[config.mk]
export PLATFORM = sky130hd
export DESIGN_NAME = sd_host_tuning_signal_control
export DESIGN_NICKNAME = d
export VERILOG_FILES = /design/src/rtl/sd_tuning_pkg.sv /design/src/rtl/sd_host_tuning_signal_control.sv
export SDC_FILE = /design/constraint.sdc
export NUM_CORES = 1
export LEC_CHECK = 0
export ABC_AREA = 1
export BUFFER_PORTS_ARGS = -buffer_cell sky130_fd_sc_hd__buf_4
export CAP_MARGIN = 20
export CORE_ASPECT_RATIO = 1.2
export CORE_MARGIN = 2
export CORE_UTILIZATION = 51
export CTS_CLUSTER_DIAMETER = 50
export CTS_CLUSTER_SIZE = 14
export DETAILED_ROUTE_END_ITERATION = 8
export PLACE_DENSITY = 0.78
export SYNTH_ARGS = -nofsm -noshare
export SYNTH_HDL_FRONTEND = slang
export SYNTH_SLANG_ARGS = --single-unit
[constraint.sdc]
create_clock -name sys_clk -period 3 [get_ports sys_clk]
set_input_delay 0.45 -clock sys_clk [delete_from_list [all_inputs] [get_ports sys_clk]]
set_output_delay 0.45 -clock sys_clk [all_outputs]
set_load 0.05 [all_outputs]
[src/rtl/sd_tuning_pkg.sv]
package sd_tuning_pkg;

  // ==========================================================================
  // register map, word indices on the plain port
  // ==========================================================================
  localparam logic [7:0] host_control_two_offset     = 8'h3e;
  localparam logic [7:0] capability_word_zero_offset = 8'h40;
  localparam logic [7:0] tuning_status_offset        = 8'h48;
  localparam logic [7:0] preset_drive_offset         = 8'h4c;

  // ==========================================================================
  // host_control_two fields
  // ==========================================================================
  localparam int preset_apply_bit   = 15;
  localparam int sample_select_bit  = 7;
  localparam int tuning_launch_bit  = 6;
  localparam int drive_hi           = 5;
  localparam int drive_lo           = 4;
  localparam int low_voltage_bit    = 3;
  localparam int speed_hi           = 2;
  localparam int speed_lo           = 0;

  // fixed capability word: 31:30=00, 29=1, 28=0, 27=0, 26..24=1, 23=1,
  // 22=1, 21=1, 20=0, 19=1, 18=0, 17:16=10, 15:8=00, 7=1, 6=0, 5:0=01
  localparam logic [31:0] capability_word_zero_value = 32'h27ea0081;

  // ==========================================================================
  // timing
  // ==========================================================================
  localparam int          sys_clk_mhz        = 10;
  localparam int          tuning_time_us     = 150;
  localparam int          tuning_cycles      = tuning_time_us * sys_clk_mhz;
  localparam int          tuning_edges       = 40;
  localparam logic [11:0] tuning_cycles_w    = 12'(tuning_cycles);
  localparam logic [5:0]  tuning_edges_w     = 6'(tuning_edges);

  // ==========================================================================
  // encodings
  // ==========================================================================
  typedef enum logic [1:0] {drive_b, drive_a, drive_c, drive_d} drive_type_t;

  typedef enum logic [2:0] {
    speed_sdr12   = 3'h0,
    speed_sdr25   = 3'h1,
    speed_sdr50   = 3'h2,
    speed_sdr104  = 3'h3,
    speed_ddr50   = 3'h4
  } speed_code_t;

  typedef enum {tune_idle, tune_run} tune_state_t;

  typedef struct packed {
    logic       preset_apply;
    logic       sample_select;
    logic       tuning_launch;
    logic [1:0] drive_select;
    logic       low_voltage_signaling;
    logic [2:0] speed_select;
  } host_ctl_t;

  typedef struct packed {
    logic       low_voltage_signaling;
    logic [1:0] drive_type;
    logic       drive_active;
    logic       sdr12;
    logic       sdr25;
    logic       sdr50;
    logic       ddr50;
    logic       speed_invalid;
    logic       use_tuned_clock;
    logic       tuning_busy;
  } bus_ctl_t;

endpackage

[src/rtl/sd_host_tuning_signal_control.sv]
// Contract
// - writing 1 to tuning launch starts the sampling-point tuning procedure.
// - hardware clears tuning launch when tuning finishes; 0 means done or never run.
// - writing 0 to tuning launch while set aborts the running tuning.
// - when tuning launch falls, hardware updates the sample clock choice bit.
// - sample with tuned clock when choice bit is 1, fixed clock when 0.
// - drive select ignored under 3.3V signaling, applied only under 1.8V.
// - drive select 00 type B, 01 type A, 10 type C, 11 type D.
// - preset apply 0 means software sets drive; 1 means hardware loads preset.
// - low voltage bit 1 selects 1.8V signaling, 0 selects 3.3V; supply stays 3.3V.
// - speed mode select is used only while low voltage signaling is set.
// - speed codes SDR12, SDR25, SDR50, DDR50; SDR104 unsupported; 101-111 reserved.
// - capability bits 31:30 read 00, single removable slot.
// - capability bit 29 reads 1, asynchronous interrupts supported, read-only.
// - capability bit 28 reads 0, no 64-bit system bus.
// - capability bit 23 reads 1, suspend and resume supported.
// - with preset apply set, hardware also loads clock frequency and generator select.
//
// Strobed register access was chosen for this implementation.
`timescale 1ns/100ps
`default_nettype none

module sd_host_tuning_signal_control
  import sd_tuning_pkg::*;
(
  input  wire logic        sys_clk,
  input  wire logic        rst,
  input  wire logic [7:0]  reg_addr,
  input  wire logic [31:0] reg_wdata,
  input  wire logic        reg_write,
  input  wire logic        reg_read,
  output logic      [31:0] reg_rdata,
  input  wire logic        link_clk,
  input  wire logic        sample_point_ok,
  input  wire logic        rx_busy,
  input  wire logic [1:0]  preset_drive,
  input  wire logic [9:0]  preset_clk_freq,
  input  wire logic        preset_clk_gen,
  output bus_ctl_t         bus_ctl,
  output logic      [9:0]  clk_freq_select,
  output logic             clk_gen_select,
  output logic             preset_loaded
);

  // ==========================================================================
  // state
  // ==========================================================================
  typedef struct packed {
    host_ctl_t   ctl;
    tune_state_t tune;
    logic [11:0] tune_timer;
    logic [5:0]  good_edges;
    logic        tune_pass;
    logic        tune_aborted;
    logic        clr_blocked;
    logic [2:0]  link_sync;
    logic        ok_meta;
    logic        ok_sync;
    logic        busy_meta;
    logic        busy_sync;
    bus_ctl_t    bus;
    logic [9:0]  clk_freq;
    logic        clk_gen;
    logic        preset_done;
    logic [31:0] rdata;
  } state_t;

  state_t cur;
  state_t next_cur;

  logic host_write;
  logic link_rise;
  logic [31:0] host_rd;

  // ==========================================================================
  // decode helpers
  // ==========================================================================
  // only the second and third link stages feed the edge detector, first stays isolated
  assign link_rise  = cur.link_sync[1] & ~cur.link_sync[2];
  assign host_write = reg_write && (reg_addr == host_control_two_offset);

  // host_control_two read image, reserved bits read zero
  always_comb
  begin
    host_rd                    = '0;
    host_rd[preset_apply_bit]  = cur.ctl.preset_apply;
    host_rd[sample_select_bit] = cur.ctl.sample_select;
    host_rd[tuning_launch_bit] = cur.ctl.tuning_launch;
    host_rd[drive_hi:drive_lo] = cur.ctl.drive_select;
    host_rd[low_voltage_bit]   = cur.ctl.low_voltage_signaling;
    host_rd[speed_hi:speed_lo] = cur.ctl.speed_select;
  end

  // ==========================================================================
  // next state
  // ==========================================================================
  always_comb
  begin
    next_cur = cur;

    // pins cross into sys_clk through two flops before use
    next_cur.link_sync = {cur.link_sync[1:0], link_clk};
    next_cur.ok_meta   = sample_point_ok;
    next_cur.ok_sync   = cur.ok_meta;
    next_cur.busy_meta = rx_busy;
    next_cur.busy_sync = cur.busy_meta;

    // software writes; launch and sample bits handled below
    if (host_write)
    begin
      next_cur.ctl.preset_apply          = reg_wdata[preset_apply_bit];
      next_cur.ctl.low_voltage_signaling = reg_wdata[low_voltage_bit];
      next_cur.ctl.speed_select          = reg_wdata[speed_hi:speed_lo];
      if (!reg_wdata[preset_apply_bit])
      begin
        next_cur.ctl.drive_select = reg_wdata[drive_hi:drive_lo];
      end
      // a clear is honoured only when the receive path is quiet
      if (!reg_wdata[sample_select_bit])
      begin
        if (!cur.busy_sync)
        begin
          next_cur.ctl.sample_select = 1'b0;
        end
        else
        begin
          next_cur.clr_blocked = 1'b1;
        end
      end
      // a written 1 is dropped: only hardware sets the choice bit
    end

    // preset loading, re-applied every cycle while enabled
    next_cur.preset_done = 1'b0;
    if (next_cur.ctl.preset_apply)
    begin
      next_cur.ctl.drive_select = preset_drive;
      next_cur.clk_freq         = preset_clk_freq;
      next_cur.clk_gen          = preset_clk_gen;
      next_cur.preset_done      = 1'b1;
    end

    // tuning sequencer
    case (cur.tune)
      tune_idle:
      begin
        if (host_write && reg_wdata[tuning_launch_bit])
        begin
          next_cur.ctl.tuning_launch = 1'b1;
          next_cur.tune              = tune_run;
          next_cur.tune_timer        = '0;
          next_cur.good_edges        = '0;
          next_cur.tune_pass         = 1'b0;
          next_cur.tune_aborted      = 1'b0;
        end
      end
      tune_run:
      begin
        next_cur.tune_timer = cur.tune_timer + 12'h001;
        // count link edges where the sample point looked good
        if (link_rise && cur.ok_sync && cur.good_edges != tuning_edges_w)
        begin
          next_cur.good_edges = cur.good_edges + 6'h01;
        end
        if (host_write && !reg_wdata[tuning_launch_bit])
        begin
          // abort leaves the fixed clock in use
          next_cur.ctl.tuning_launch = 1'b0;
          next_cur.ctl.sample_select = 1'b0;
          next_cur.tune_aborted      = 1'b1;
          next_cur.tune              = tune_idle;
        end
        else if (cur.good_edges == tuning_edges_w)
        begin
          next_cur.ctl.tuning_launch = 1'b0;
          next_cur.ctl.sample_select = 1'b1;
          next_cur.tune_pass         = 1'b1;
          next_cur.tune              = tune_idle;
        end
        else if (cur.tune_timer == tuning_cycles_w - 12'h001)
        begin
          // timeout: no window found, fall back to the fixed clock
          next_cur.ctl.tuning_launch = 1'b0;
          next_cur.ctl.sample_select = 1'b0;
          next_cur.tune              = tune_idle;
        end
      end
      default:
      begin
        next_cur.tune = tune_idle;
      end
    endcase

    // bus-facing decode, registered
    next_cur.bus.low_voltage_signaling = cur.ctl.low_voltage_signaling;
    next_cur.bus.drive_type            = cur.ctl.drive_select;
    next_cur.bus.drive_active          = cur.ctl.low_voltage_signaling;
    next_cur.bus.sdr12         = 1'b1;
    next_cur.bus.sdr25         = 1'b0;
    next_cur.bus.sdr50         = 1'b0;
    next_cur.bus.ddr50         = 1'b0;
    next_cur.bus.speed_invalid = 1'b0;
    // under 3.3V the speed field is disregarded and default speed holds
    if (cur.ctl.low_voltage_signaling)
    begin
      next_cur.bus.sdr12 = 1'b0;
      case (cur.ctl.speed_select)
        speed_sdr12: next_cur.bus.sdr12 = 1'b1;
        speed_sdr25: next_cur.bus.sdr25 = 1'b1;
        speed_sdr50: next_cur.bus.sdr50 = 1'b1;
        speed_ddr50: next_cur.bus.ddr50 = 1'b1;
        default:     next_cur.bus.speed_invalid = 1'b1;
      endcase
    end
    next_cur.bus.use_tuned_clock = cur.ctl.sample_select;
    next_cur.bus.tuning_busy     = cur.ctl.tuning_launch;

    // register read port, data one cycle after the strobe
    next_cur.rdata = '0;
    if (reg_read)
    begin
      if (reg_addr == host_control_two_offset)
      begin
        next_cur.rdata = host_rd;
      end
      else if (reg_addr == capability_word_zero_offset)
      begin
        next_cur.rdata = capability_word_zero_value;
      end
      else if (reg_addr == tuning_status_offset)
      begin
        next_cur.rdata = {22'h000000, cur.clr_blocked, cur.tune_aborted,
                          cur.tune_pass, cur.good_edges, cur.ctl.tuning_launch};
      end
      else if (reg_addr == preset_drive_offset)
      begin
        next_cur.rdata = {19'h00000, cur.clk_gen, cur.clk_freq, preset_drive};
      end
    end
    // reading status clears the sticky blocked flag unless set again now
    if (reg_read && reg_addr == tuning_status_offset && !next_cur.clr_blocked)
    begin
      next_cur.clr_blocked = 1'b0;
    end
    else if (reg_read && reg_addr == tuning_status_offset && cur.clr_blocked &&
             !(host_write && !reg_wdata[sample_select_bit] && cur.busy_sync))
    begin
      next_cur.clr_blocked = 1'b0;
    end
  end

  // ==========================================================================
  // registers
  // ==========================================================================
  always_ff @(posedge sys_clk or posedge rst)
  begin
    if (rst)
    begin
      cur <= '0;
    end
    else
    begin
      cur <= next_cur;
    end
  end

  // outputs
  assign reg_rdata       = cur.rdata;
  assign bus_ctl         = cur.bus;
  assign clk_freq_select = cur.clk_freq;
  assign clk_gen_select  = cur.clk_gen;
  assign preset_loaded   = cur.preset_done;

endmodule

`default_nettype wire

==> results_dict.tcl <==
set metrics [dict create \
    status "finished clean" \
    routed_wirelength_um 7595 \
    gr-total-overflow 0 \
    die-width_um 81.49 \
    start_kind "flip-flop" \
    drc 0 \
    synth_cell_types 28 \
    diodes 0 \
    p_leak_nw 2.355 \
    power_density_nw_per_um2 579.4 \
    io_pins 115 \
    crit_path_cell_trace "inv_1 > nor3_1 > nand3_1 > nor2_1 > a21oi_1" \
    seq_area_sq_um 1827 \
    rsz0062_at_grt "false" \
    fp.dieH_um 96.99 \
    grt_pass1_vias 2821 \
    required_ns 3.23 \
    wl_per_cell_um 13.05 \
    combPwrFrac 0.164 \
    synth-seq-cells 73 \
    fin_skew_ns 0.01079 \
    ant_nets 0 \
    cts_resized 0 \
    tns_ns 0 \
    arrival_ns 1.95 \
    ys_seq_area_frac 0.4971 \
    drv_cap 0 \
    report.final.slew_viol_count 0 \
    switching_power_mw 0.7180 \
    start_util 0.5329 \
    multi_input_area_sq_um 1236 \
    crit_family "simple AND/OR/NAND/NOR gates" \
    grt_first_pass_wirelength_um 12680 \
    first_iter_violations 166 \
    final_common_cell "nand2_1" \
    numCtsBuffers 9 \
    ir_drop_v 0.0003371 \
    power_frac_clock 0.378 \
    cts_tree "done" \
    fill_cells 614 \
    fin_cells 582 \
    critPathKind "flip-flop to flip-flop" \
    dp_hpwl_um 5770 \
    syn2layout_area_growth_pct 16.04 \
    seqPwrFrac 0.458 \
    min-delay-path-class "primary input to async pin" \
    clk_path_buf_depth 2 \
    clk_latency_ns 0.35 \
    vias 2852 \
    htree_levels 3 \
    fin_crit_sh 0.5707 \
    critPathMaxStageDelay_ns 0.56 \
    syn_area_sq_um 3675 \
    dp.cells 566 \
    cellInternalPower_mw 1.753 \
    drive_gt1_frac 0.2263 \
    power.total_mw 2.471 \
    slew_headroom 0.5374 \
    min_period_ns 1.712 \
    fp.dieArea_sq_um 7903 \
    port_buffers 82 \
    cp-end-kind "flip-flop" \
    track_usage 0.2083 \
    firstDrtPassIters 4 \
    cts_setup_buffers 0 \
    cts.sinks 73 \
    path_buf_inv 1 \
    hold_violations 0 \
    max_freq_mhz 584.0 \
    core_area_sq_um 6895 \
    viasPerCell 4.900 \
    slowest_stage "dfrtp_1" \
    fp-row-count 33 \
    syn-instance-count 446 \
    swShare 0.2906 \
    tightestPinTransition_ns 0.6929 \
    path_max_fanout 11 \
    ys_warn_count 0 \
    syn_area_per_cell_sq_um 8.239 \
    gp_congestion 0.9082 \
    finalNetCount 553 \
    clk_pin_slew_worst_paths_ns 0.08 \
    grt_max_degree 41 \
    finalSetupViolCount 0 \
    cts_hold_buf 0 \
    clockRootBuffer "clkbuf_8" \
    antenna_found_initial 0 \
    final_cell_mix "107 x nand2_1, 82 x buf_4, 73 x dfrtp_1" \
]
==> per-layer routing <==
layer | part of all wire | vias up | global-route usage
li1 | - | 1433 | -
met1 | 0.41 | 1329 | 0.2526
met2 | 0.52 | 77 | 0.3474
met3 | 0.048 | 13 | 0.03545
met4 | 0.023 | 0 | 0.1069
met5 | 0 | - | 0
==> power groups by stage <==
stage | registers (mW) | clock network, mW | logic [mW]
finish | 1.13 | 0.933 | 0.405
global route | 1.14 | 0.993 | 0.456
CTS | 1.13 | 0.950 | 0.408
detailed placement | 1.15 | 0 | 0.406
global placement | 1.15 | 0 | 0.390
floorplan | 1.13 | 0 | 0.317
==> worst paths after layout <==
path                                 startpoint    endpoint  slack (ns)  depth (start not counted)
max in group asynchronous                   rst     cur[66]        2.13                          3
worst max register to register         cur[121]     cur[80]        1.29                          5
worst min-delay path                        rst  bus_ctl[1]        0.21                          2
worst min register to register          cur[56]     cur[55]        0.35                          0
min in group sys_clk            sample_point_ok     cur[58]        0.21                          1
worst max-delay path                   cur[121]     cur[80]        1.29                          5
==> logic make-up (layout without fill, tap and decap cells) <==
logic type | after synthesis | count (layout) | share of synthesized area
other | 1 | 9 | 0.001020
and+or+nand+nor | 216 | 216 | 0.2622
AOI/OAI and AO/OA | 38 | 38 | 0.05482
buffers and inverters | 115 | 156 | 0.1747
DFF | 73 | 73 | 0.4971
adders and majority gates | 3 | 3 | 0.01022
==> registers in the layout, summed over array words and instances (netlist names) <==
| signal | flops |
|---|---|
| clk_gen_select | 1 |
| reg_rdata | 15 |
| cur | 37 |
| clk_freq_select | 10 |
| bus_ctl | 10 |
==> cells in the mapped netlist (all sizes together) <==
cell,n,area (sq um)
and3b,1,8.760
o21bai,1,7.510
a31oi,1,6.260
nor2,41,185.2
conb,1,3.750
o211ai,3,22.52
ha,3,37.54
nand3b,1,7.510
clkinv,2,7.510
nor3,10,55.05
buf,58,427.9
nand2,110,420.4
nor3b,3,22.52
nand4,3,18.77
inv,55,206.5
dfrtp,73,1827
a21oi,4,20.02
o21ai,29,145.1
nand3,47,245.2
==> final cells by class <==
type                    count  area share
clock buffers              10     0.02993
clock inverters             6     0.02700
inverters                  57     0.05018
multi-input cells         266      0.2899
flip-flops and latches     73      0.4284
well taps                  87     0.02553
repair buffers             83      0.1491
==> metrics by stage <==
stage               utilization  hold slack, ns  cell area [sq um]  worst slack, ns
finish                   0.6184          0.2103               4264            1.288
detailed placement       0.5832          0.3347               4021            1.001
global route             0.6184          0.1958               4264            1.085
CTS                      0.6184          0.1975               4264            1.311
global placement         0.5832          0.3337               4021            1.096
floorplan                     -          0.3312               3705           0.6967
No activity file was read; power rests on OpenSTA's default activity.
